File: config.mk
export PLATFORM = sky130hd
export DESIGN_NAME = sas_device_flat
export DESIGN_NICKNAME = d
export VERILOG_FILES = /design/src/sas_pkg.sv /design/src/sas_if.sv /design/src/sas_device.sv /design/src/flat_wrapper.sv
export VERILOG_INCLUDE_DIRS = /design/src /design/src/src
export SDC_FILE = /design/constraint.sdc
export NUM_CORES = 1
export LEC_CHECK = 0
export ABC_AREA = 1
export BUFFER_PORTS_ARGS = -buffer_cell sky130_fd_sc_hd__buf_2
export CORE_AREA = 2 2 129 131
export DETAILED_ROUTE_END_ITERATION = 8
export DIE_AREA = 0 0 131 133
export SLEW_MARGIN = 0
export SYNTH_ARGS = -nofsm -noshare
export SYNTH_HDL_FRONTEND = slang
export SYNTH_SLANG_ARGS = --single-unit
File: constraint.sdc
create_clock -name clk_in -period 3.95 [get_ports clk_in]
set_input_delay 0.5925 -clock clk_in [delete_from_list [all_inputs] [get_ports clk_in]]
set_output_delay 0.5925 -clock clk_in [all_outputs]
set_load 0.005 [all_outputs]
File: src/sas_map.svh
// Behaviour
// - Sixteen parallel result lines, bit 15 MSB
// - First falling strobe, select low: acquire
// - Second edge select high: reference off after
// - Second edge select low: reference stays on
// - Third edge select high: drive result out
// - Done output low once conversion completes
// - Second falling edge ends acquisition, starts hold
// - Conversion done no sooner than 4.7 us after hold, later while no sample is buffered
// - High reset input clears sequence state
`ifndef SAS_MAP_SVH
`define SAS_MAP_SVH

// ==========================================================
// Widths and positions
`define SAS_DATA_W          16
`define SAS_MSB_POS         15
`define SAS_UPPER_LOW_POS   8

// ==========================================================
// Timing
`define SAS_CLK_PERIOD_NS   20
`define SAS_CONV_TIME_NS    4700
`define SAS_ACQ_TIME_NS     2000
`define SAS_CS_PULSE_NS     60
`define SAS_CONV_CYCLES     (`SAS_CONV_TIME_NS / `SAS_CLK_PERIOD_NS)
`define SAS_ACQ_CYCLES      ((`SAS_ACQ_TIME_NS + `SAS_CLK_PERIOD_NS - 1) / `SAS_CLK_PERIOD_NS)
`define SAS_CS_CYCLES       ((`SAS_CS_PULSE_NS + `SAS_CLK_PERIOD_NS - 1) / `SAS_CLK_PERIOD_NS)
`define SAS_SYNC_SLACK      4
`define SAS_FIFO_DEPTH      8

// ==========================================================
// Reset values
`define SAS_DATA_RST        16'h0000

`endif

File: src/sas_pkg.sv
package sas_pkg;
    typedef enum logic [2:0] {
        SAS_DEV_OFF,
        SAS_DEV_ACQ,
        SAS_DEV_CONV,
        SAS_DEV_DONE,
        SAS_DEV_READ
    } sas_dev_state_e;

    typedef enum logic [3:0] {
        SAS_HOST_IDLE,
        SAS_HOST_WAKE_LO,
        SAS_HOST_WAKE_HI,
        SAS_HOST_ACQ,
        SAS_HOST_CONV_LO,
        SAS_HOST_CONV_HI,
        SAS_HOST_WAIT_EOC,
        SAS_HOST_READ_LO,
        SAS_HOST_READ_HI
    } sas_host_state_e;

    typedef logic [15:0] sas_word_t;
endpackage : sas_pkg

File: src/sas_if.sv
`timescale 1ns/100ps
`include "sas_map.svh"

interface sas_if;
    logic                      cs_n;
    logic                      rd_conv;
    logic                      reset;
    logic                      eoc_n;
    logic [`SAS_DATA_W-1:0]    data;
    logic                      data_oe;
    logic [`SAS_DATA_W-1:0]    bus_level;

    // Released bus reads low at the host
    assign bus_level = data & {`SAS_DATA_W{data_oe}};

    modport device (
        input  cs_n,
        input  rd_conv,
        input  reset,
        output eoc_n,
        output data,
        output data_oe
    );

    modport host (
        output cs_n,
        output rd_conv,
        output reset,
        input  eoc_n,
        input  bus_level
    );
endinterface : sas_if

File: src/sas_device.sv
`timescale 1ns/100ps
`include "sas_map.svh"

// ==========================================================
// Sample buffer
module sas_fifo #(
    parameter int WIDTH = `SAS_DATA_W,
    parameter int DEPTH = `SAS_FIFO_DEPTH
) (
    input  wire logic             clk_in,
    input  wire logic             rst_n_in,
    input  wire logic             clear_in,
    input  wire logic [WIDTH-1:0] wr_data_in,
    input  wire logic             wr_valid_in,
    output logic                  wr_ready_out,
    output logic [WIDTH-1:0]      rd_data_out,
    output logic                  rd_valid_out,
    input  wire logic             rd_ready_in
);
    localparam int AW = $clog2(DEPTH);

    initial begin
        if (DEPTH < 2 || (1 << AW) != DEPTH || WIDTH < 1) begin
            $error("sas_fifo: DEPTH must be a power of two >= 2");
        end
    end

    logic [WIDTH-1:0] mem_q [DEPTH];
    logic [AW:0]      wr_ptr_q;
    logic [AW:0]      rd_ptr_q;
    logic             push;
    logic             pop;

    assign wr_ready_out = (wr_ptr_q - rd_ptr_q) != (AW+1)'(DEPTH);
    assign rd_valid_out = wr_ptr_q != rd_ptr_q;
    assign push         = wr_valid_in && wr_ready_out;
    assign pop          = rd_ready_in && rd_valid_out;
    assign rd_data_out  = mem_q[rd_ptr_q[AW-1:0]];

    always_ff @(posedge clk_in) begin
        if (push) begin
            mem_q[wr_ptr_q[AW-1:0]] <= wr_data_in;
        end
    end

    always_ff @(posedge clk_in) begin
        if (!rst_n_in || clear_in) begin
            wr_ptr_q <= '0;
        end else if (push) begin
            wr_ptr_q <= wr_ptr_q + 1'b1;
        end
    end

    always_ff @(posedge clk_in) begin
        if (!rst_n_in || clear_in) begin
            rd_ptr_q <= '0;
        end else if (pop) begin
            rd_ptr_q <= rd_ptr_q + 1'b1;
        end
    end
endmodule // sas_fifo

// ==========================================================
// Converter end
module sas_device #(
    parameter int CONV_CYCLES = `SAS_CONV_CYCLES,
    parameter int FIFO_DEPTH  = `SAS_FIFO_DEPTH
) (
    input  wire logic                   clk_in,
    input  wire logic                   rst_n_in,
    sas_if.device                       link,
    input  wire logic [`SAS_DATA_W-1:0] sample_data_in,
    input  wire logic                   sample_valid_in,
    output logic                        sample_ready_out,
    output logic                        powered_out,
    output logic                        ref_on_out,
    output logic                        converting_out
);
    initial begin
        if (CONV_CYCLES < 2 || CONV_CYCLES > 4095) begin
            $error("sas_device: CONV_CYCLES out of range");
        end
    end

    // ======================================================
    // Pin synchronisers, change taken once stages two and three agree
    logic [2:0] cs_sync_q;
    logic [2:0] rc_sync_q;
    logic [2:0] rst_sync_q;
    logic       cs_n_q;
    logic       rc_q;
    logic       dev_reset_q;
    logic       cs_fall;
    logic       cs_rise;

    always_ff @(posedge clk_in) begin
        if (!rst_n_in) begin
            cs_sync_q  <= 3'b111;
            rc_sync_q  <= 3'b000;
            rst_sync_q <= 3'b000;
        end else begin
            cs_sync_q  <= {cs_sync_q[1:0], link.cs_n};
            rc_sync_q  <= {rc_sync_q[1:0], link.rd_conv};
            rst_sync_q <= {rst_sync_q[1:0], link.reset};
        end
    end

    always_ff @(posedge clk_in) begin
        if (!rst_n_in) begin
            cs_n_q      <= 1'b1;
            rc_q        <= 1'b0;
            dev_reset_q <= 1'b0;
        end else begin
            if (cs_sync_q[1] == cs_sync_q[2]) begin
                cs_n_q <= cs_sync_q[2];
            end
            if (rc_sync_q[1] == rc_sync_q[2]) begin
                rc_q <= rc_sync_q[2];
            end
            if (rst_sync_q[1] == rst_sync_q[2]) begin
                dev_reset_q <= rst_sync_q[2];
            end
        end
    end

    // Select sampled with the strobe that caused the edge
    logic rc_at_edge;
    assign rc_at_edge = (rc_sync_q[1] == rc_sync_q[2]) ? rc_sync_q[2] : rc_q;
    assign cs_fall = cs_n_q && (cs_sync_q[1] == cs_sync_q[2]) && !cs_sync_q[2];
    assign cs_rise = !cs_n_q && (cs_sync_q[1] == cs_sync_q[2]) && cs_sync_q[2];

    // ======================================================
    // Sample buffer in front of the converter
    logic [`SAS_DATA_W-1:0] fifo_data;
    logic                   fifo_valid;
    logic                   fifo_pop;

    sas_fifo #(
        .WIDTH (`SAS_DATA_W),
        .DEPTH (FIFO_DEPTH)
    ) u_fifo (
        .clk_in       (clk_in),
        .rst_n_in     (rst_n_in),
        .clear_in     (dev_reset_q),
        .wr_data_in   (sample_data_in),
        .wr_valid_in  (sample_valid_in),
        .wr_ready_out (sample_ready_out),
        .rd_data_out  (fifo_data),
        .rd_valid_out (fifo_valid),
        .rd_ready_in  (fifo_pop)
    );

    // ======================================================
    // Sequence
    sas_pkg::sas_dev_state_e state_q;
    sas_pkg::sas_dev_state_e state_d;
    logic [11:0]             conv_cnt_q;
    logic                    conv_end;
    logic                    shutdown_q;

    assign conv_end = (state_q == sas_pkg::SAS_DEV_CONV)
                   && (conv_cnt_q >= 12'(CONV_CYCLES - 1)) && fifo_valid;
    assign fifo_pop = conv_end;

    always_comb begin
        state_d = state_q;
        case (state_q)
            sas_pkg::SAS_DEV_OFF: begin
                if (cs_fall && !rc_at_edge) begin
                    state_d = sas_pkg::SAS_DEV_ACQ;
                end
            end
            sas_pkg::SAS_DEV_ACQ: begin
                if (cs_fall) begin
                    state_d = sas_pkg::SAS_DEV_CONV;
                end
            end
            sas_pkg::SAS_DEV_CONV: begin
                if (conv_end) begin
                    state_d = sas_pkg::SAS_DEV_DONE;
                end
            end
            sas_pkg::SAS_DEV_DONE: begin
                if (cs_fall && rc_at_edge) begin
                    state_d = sas_pkg::SAS_DEV_READ;
                end
            end
            sas_pkg::SAS_DEV_READ: begin
                if (cs_rise) begin
                    state_d = sas_pkg::SAS_DEV_OFF;
                end
            end
            default: begin
                state_d = sas_pkg::SAS_DEV_OFF;
            end
        endcase
    end

    always_ff @(posedge clk_in) begin
        if (!rst_n_in || dev_reset_q) begin
            state_q <= sas_pkg::SAS_DEV_OFF;
        end else begin
            state_q <= state_d;
        end
    end

    always_ff @(posedge clk_in) begin
        if (!rst_n_in || dev_reset_q) begin
            conv_cnt_q <= 12'h0000;
        end else if (state_q != sas_pkg::SAS_DEV_CONV) begin
            conv_cnt_q <= 12'h0000;
        end else if (conv_cnt_q != 12'hfff) begin
            conv_cnt_q <= conv_cnt_q + 12'h0001;
        end
    end

    // Power choice taken at the hold edge
    always_ff @(posedge clk_in) begin
        if (!rst_n_in || dev_reset_q) begin
            shutdown_q <= 1'b1;
        end else if (state_q == sas_pkg::SAS_DEV_ACQ && cs_fall) begin
            shutdown_q <= rc_at_edge;
        end
    end

    always_ff @(posedge clk_in) begin
        if (!rst_n_in || dev_reset_q) begin
            ref_on_out <= 1'b0;
        end else if (state_d == sas_pkg::SAS_DEV_ACQ || state_d == sas_pkg::SAS_DEV_CONV) begin
            ref_on_out <= 1'b1;
        end else if (conv_end) begin
            ref_on_out <= !shutdown_q;
        end
    end

    always_ff @(posedge clk_in) begin
        if (!rst_n_in || dev_reset_q) begin
            powered_out    <= 1'b0;
            converting_out <= 1'b0;
        end else begin
            powered_out    <= state_d != sas_pkg::SAS_DEV_OFF;
            converting_out <= state_d == sas_pkg::SAS_DEV_CONV;
        end
    end

    // ======================================================
    // Result and pins
    logic [`SAS_DATA_W-1:0] result_q;
    logic                   eoc_n_q;
    logic                   oe_q;

    always_ff @(posedge clk_in) begin
        if (!rst_n_in || dev_reset_q) begin
            result_q <= `SAS_DATA_RST;
        end else if (conv_end) begin
            result_q <= fifo_data;
        end
    end

    always_ff @(posedge clk_in) begin
        if (!rst_n_in || dev_reset_q) begin
            eoc_n_q <= 1'b1;
        end else if (conv_end) begin
            eoc_n_q <= 1'b0;
        end else if (state_q == sas_pkg::SAS_DEV_READ && cs_rise) begin
            eoc_n_q <= 1'b1;
        end
    end

    always_ff @(posedge clk_in) begin
        if (!rst_n_in || dev_reset_q) begin
            oe_q <= 1'b0;
        end else begin
            oe_q <= state_d == sas_pkg::SAS_DEV_READ;
        end
    end

    assign link.eoc_n   = eoc_n_q;
    assign link.data    = result_q;
    assign link.data_oe = oe_q;
endmodule // sas_device

File: src/flat_wrapper.sv
// flat-port wrapper written by rule: the top's interface ports become plain ports
module sas_device_flat 
#(
    parameter int CONV_CYCLES = `SAS_CONV_CYCLES,
    parameter int FIFO_DEPTH  = `SAS_FIFO_DEPTH
)
  (clk_in, rst_n_in, sample_data_in, sample_valid_in, sample_ready_out, powered_out, ref_on_out, converting_out, link_cs_n, link_rd_conv, link_reset, link_eoc_n, link_data, link_data_oe);
  sas_if link_i ();
  input  wire logic clk_in;
  input  wire logic rst_n_in;
  input  wire logic [`SAS_DATA_W-1:0] sample_data_in;
  input  wire logic sample_valid_in;
  output logic sample_ready_out;
  output logic powered_out;
  output logic ref_on_out;
  output logic converting_out;
  input wire logic [$bits(link_i.cs_n)-1:0] link_cs_n;
  input wire logic [$bits(link_i.rd_conv)-1:0] link_rd_conv;
  input wire logic [$bits(link_i.reset)-1:0] link_reset;
  output wire logic [$bits(link_i.eoc_n)-1:0] link_eoc_n;
  output wire logic [$bits(link_i.data)-1:0] link_data;
  output wire logic [$bits(link_i.data_oe)-1:0] link_data_oe;
  assign link_i.cs_n = link_cs_n;
  assign link_i.rd_conv = link_rd_conv;
  assign link_i.reset = link_reset;
  assign link_eoc_n = link_i.eoc_n;
  assign link_data = link_i.data;
  assign link_data_oe = link_i.data_oe;
  sas_device #(.CONV_CYCLES(CONV_CYCLES), .FIFO_DEPTH(FIFO_DEPTH)) u_core (.clk_in(clk_in), .rst_n_in(rst_n_in), .link(link_i), .sample_data_in(sample_data_in), .sample_valid_in(sample_valid_in), .sample_ready_out(sample_ready_out), .powered_out(powered_out), .ref_on_out(ref_on_out), .converting_out(converting_out));
endmodule
### After elaboration in Yosys (flattened, before gate mapping)

Memories as Yosys holds them, arrays and structs flattened. A register that Yosys moved wholly into a read port is not among the register bits.
Cells that the tools add are included.

* $add $sub $neg: 4
* magnitude comparators: 1
* equal/unequal tests: 14
* muxes and demuxes: 13
* reduce and logical (&&, ||, !) cells: 24

Operators by type and width (number)
* 3-bit two-way mux: 5
* 3-bit one-hot mux with 5 select lines: 1
* 12-bit by 1-bit adder with 12-bit output, second input constant: 1
* 12-bit by 8-bit >= comparator with 1-bit output, second input constant: 1
* 1-bit logical AND: 12
* 12-bit inequality test, second input constant: 1
* 3-bit by 2-bit equality test with 1-bit output, second input constant: 3
* 4-bit by 1-bit adder with 4-bit output, second input constant: 2
* 1-bit two-way mux: 7
* 3-bit by 1-bit equality test with 1-bit output, second input constant: 2
* 3-bit equality test, second input constant: 2
* 1-bit zero test: 5
* 4-bit inequality test: 1
* 4-bit inequality test, second input constant: 1
* 2-bit nonzero test: 2
* 4-bit subtractor: 1
* 1-bit equality test: 3
* 3-bit zero test: 1
* 3-bit by 2-bit inequality test with 1-bit output, second input constant: 1
* 3-bit nonzero test: 1
* 1-bit logical OR: 2
* 2-bit OR reduction: 1

* flip-flop bits (word level): 41
* bits in writable memories: 128
* input bits: 22
* output and inout bits: 22
* logic and storage cells: 73
* memories kept: 1

Memories
* u_core.u_fifo.mem_q: depth 8, width 16, read ports 1, clocked after memory_dff 1, write ports 1, RTL line sas_device.sv:28 `logic [WIDTH-1:0] mem_q [DEPTH];`

### Logic depth before layout (Yosys ltp)

* depth in word-level cells: 9
* depth in mapped cells: 12
* gate-level depth less buffers: 12

### Cells and area by module

Synthesis repeated with hierarchy kept, for this count alone.

* cell total of the unflattened synthesis: 734
* area, all modules: 7722.4 sq um

By module, submodules not included
* sas_fifo: times used 1, cells an instance 461, area each 5650.4 sq um, sequential area each 4063.9 sq um
* sas_device: times used 1, cells an instance 273, area each 2072.0 sq um, sequential area each 980.9 sq um

### Worst setup path before layout

No wires, ideal clock.

* path type: reg2reg
* start: register u_core.u_fifo.rd_ptr_q[2]
* end: memory u_core.u_fifo.mem_q[6][0] (netlist bit) (enable)
* setup time: 409 ps
* arrival: 2914 ps
* data required time: 3541 ps
* path slack: 627 ps
* stages on the path, launching flop included: 12
* buffers on the path: 2
* period minus slack after synthesis: 3323 ps
* cells stage by stage: dfxtp_1 buf_2 clkinv_1 buf_2 ha_1 a21oi_1 nand2_1 nand2_1 nand2_1 nand2_2 nand3_1 nor3_1

* cells in the longest elaborated chain, start to end: 5

RTL lines
* start: declaration: RTL line sas_device.sv:30 `logic [AW:0] rd_ptr_q;`
* start signal: assignment: RTL line sas_device.sv:58 `rd_ptr_q <= rd_ptr_q + 1'b1;`
* 4-bit subtractor: RTL line sas_device.sv:34 `assign wr_ready_out = (wr_ptr_q - rd_ptr_q) != (AW+1)'(DEPTH);`
* 4-bit inequality test: RTL line sas_device.sv:34
* via sample_ready_out: RTL line flat_wrapper.sv:13 `output logic sample_ready_out;`
* 1-bit logical AND: RTL line sas_device.sv:36 `assign push = wr_valid_in && wr_ready_out;`
* 1-bit two-way mux: RTL line sas_device.sv:41 `if (push) begin`
* 1-bit two-way mux (not written as such): RTL line sas_device.sv:42 `mem_q[wr_ptr_q[AW-1:0]] <= wr_data_in;`
* end: declaration: RTL line sas_device.sv:28

The timed path passes the listed nets, and every way through them passes these cells.

### Final worst setup path

* start: register u_core.u_fifo.rd_ptr_q[2]
* end: output sample_ready_out

* cells in the longest elaborated chain, start to end: 2

RTL lines (RTL line)
* 4-bit subtractor: sas_device.sv:34
* 4-bit inequality test: sas_device.sv:34
* end: declaration: flat_wrapper.sv:13

Every way passes these cells.

==> impl_metrics.yaml <==
floorplan:
  io_pins: 44
  rows: 47
  core_area_um2: 16200
  start_util_pct: 47.1
  chipHeight_um: 133
  die_area_um2: 17400
  die_w_um: 131
logic_synthesis:
  synth.top_cells.by_area: "edfxtp_1, dfxtp_1, nand2_1, nor2_1, o21ai_0"
  synth_flop_cell: "edfxtp_1"
  yosysWarnings: 0
  synthArstFlopShare_pct: 0
  synth_nets: 769
  synth_top_cell_by_area: "edfxtp_1"
  synth_cells: 740
  synth_edf_count: 128
  synth_top_area_share_pct: 50.5
  ys_types: 38
  syn_area_per_cell_um2: 10.3
  syn-cell-area_um2: 7610
  synth-seq-cells: 185
  ys_seq_area_share_pct: 65.5
sta:
  period_share_pct: 82.9
  fin_tns_setup_ns: 0
  layout_min_cycle_time_ns: 3.27
  setup_violations: 0
  slew_viol_final: 0
  hold_viol_final: 0
  fmax_mhz: 306
  hold_slack_ns: 0.346
  max_slew_margin_pct: 57.7
  tightest_slew_ns: 0.635
  skew_ns: 0.0105
  rsz0062_at_grt: "false"
placement:
  dp.cells: 984
  port_buffers: 43
  placed_area_um2: 7990
  dp_hpwl_um: 10500
  gp_congestion: 0.877
setup_path:
  arrival_ns: 2.68
  cp.required_ns: 3.36
  critPathLaunchType: "flop"
  worstSetupEndpointType: "primary output"
  critical_path_class: "flop to primary output"
  crit_fanout: 19
power_and_ir_drop:
  ir_drop_v: 0.000360
  p_leak_nw: 3.37
  p_per_area_nw_per_um2: 456
grt:
  grt_pass1_wl_um: 25600
  grt_usage_pct: 19.4
  grt_overflow: 0
  grt_max_degree: 68
  grt_pass1_vias: 5102
  grt_antenna_before_repair: 0
drt:
  drc: 0
  avgViaCountPerCell: 5.10
  avgRoutedWirePerCell_um: 15.7
  wl_um: 16000
  ant_nets: 0
  first_pass_iters: 5
  num_vias: 5179
  drt-initial-drc-count: 433
hold_path:
  hold_class: "input port to flop"
clocking:
  cts-resized-gates: 0
  htreeDepth: 4
  ctsHoldBuffers: 0
  cts_buffers: 17
  cts.clk_slew.worst_paths_ns: 0.07
  cts_tree: "yes"
  clock_latency_ns: 0.43
  ctsLongestPathBuffers: 2
  clock-sinks: 185
  cts_root_buf: "clkbuf_16"
  cts_setup_buffers: 0
cells_and_area:
  diodes: 0
  layout_common_cells: "nand2_1, edfxtp_1, nor2_1"
  final_cells: 1016
  design_area_um2: 8560
  fillerInstances: 1453
  finalCoreUtilization_pct: 52.9
  drive_above_1_share_pct: 14.2
  layout.nets: 812
  syn_to_final_growth_pct: 12.4
  layout_commonest_cell: "nand2_1"
run:
  max_cap_viol_count: 0
outcome:
  outcome: "finished, final reports clean"
==> cell usage after synthesis, types with 2 or more instances <==
master / instances
a21oi_1: 17
nand2_1: 141
xnor2_1: 2
inv_1: 51
clkbuf_1: 8
nand3b_1: 2
nor4_1: 2
nor3_1: 4
o21ai_0: 68
xor2_1: 4
or2_2: 4
buf_2: 11
nor2_1: 127
ha_1: 7
nand3_1: 21
nand4_1: 3
nor2_2: 2
nand2_2: 4
inv_2: 9
edfxtp_1: 128
buf_8: 3
nor2_4: 2
dfxtp_1: 57
buf_6: 5
o21ai_1: 13
o22ai_1: 32
buf_4: 2
==> kinds of logic after synthesis <==
group                      after synthesis  share of synthesized area (%)
AOI/OAI and AO/OA                      134                           9.63
xor gates and xnor gates                 6                          0.690
adders and majority gates                7                           1.15
buffers and inverters                   92                           5.79
DFF                                    185                           65.5
and+or+nand+nor                        316                           17.3
==> layer usage <==
layer | global-route usage (%) | routed length (um)
met1 | 26.5 | 7640
met2 | 30.2 | 7500
met3 | 4.29 | 604
met4 | 7.39 | 242
met5 | 0 | 0
==> final timing paths <==
kind,from,endpoint,slack [ns],depth (start not counted)
worst min-delay path,link_rd_conv,u_core.rc_sync_q[0],0.35,3
worst max register to register,u_core.u_fifo.rd_ptr_q[2],u_core.u_fifo.mem_q[4][4],0.89,11
worst min register to register,u_core.rc_sync_q[0],u_core.rc_sync_q[1],0.42,2
worst max-delay path,u_core.u_fifo.rd_ptr_q[2],sample_ready_out,0.68,9
==> critical path, cell delays in order (launching register included) <==
cell,delay (ns)
dfxtp_1,0.31
buf_4,0.23
clkinv_1,0.49
ha_1,0.54
a21oi_1,0.20
nand2_1,0.08
nand2_1,0.06
nand2_1,0.05
nand2_2,0.14
buf_2,0.15
==> sequential cells by signal, summed over array words and instances (netlist names), 3 cells and up <==
register and count:
u_core.u_fifo.wr_ptr_q 4, u_core.state_q 3, u_core.u_fifo.rd_ptr_q 4, u_core.rst_sync_q 3
u_core.rc_sync_q 3, u_core.conv_cnt_q 12, u_core.link.data 16, u_core.u_fifo.mem_q 128
u_core.cs_sync_q 3
==> final cells by class <==
cell class                 count  area (um2)  area share [%]
clock buffer                  19         433            5.06
clock inverter                13         139            1.62
inverter                      62         235            2.75
multi-input combinational    463        2190            25.6
sequential                   185        4990            58.3
tap                          220         275            3.22
timing repair buffer          54         298            3.48
==> metrics by stage <==
step / worst slack, ns / power [mW]
2_1_floorplan: 0.627 / 2.23
3_3_place_gp: 1.01 / 2.29
3_5_place_dp: 0.946 / 2.30
4_1_cts: 0.695 / 3.94
5_1_grt: 0.488 / 4.05
6_report: 0.677 / 3.90
==> where the power goes <==
part | leakage (nW) | switching, mW | internal (mW)
sequential | 1.62 | 0.0121 | 2.11
combinational | 1.48 | 0.0970 | 0.0376
clock | 0.269 | 0.754 | 0.889
Note: power is estimated with default switching activity, not from simulation.
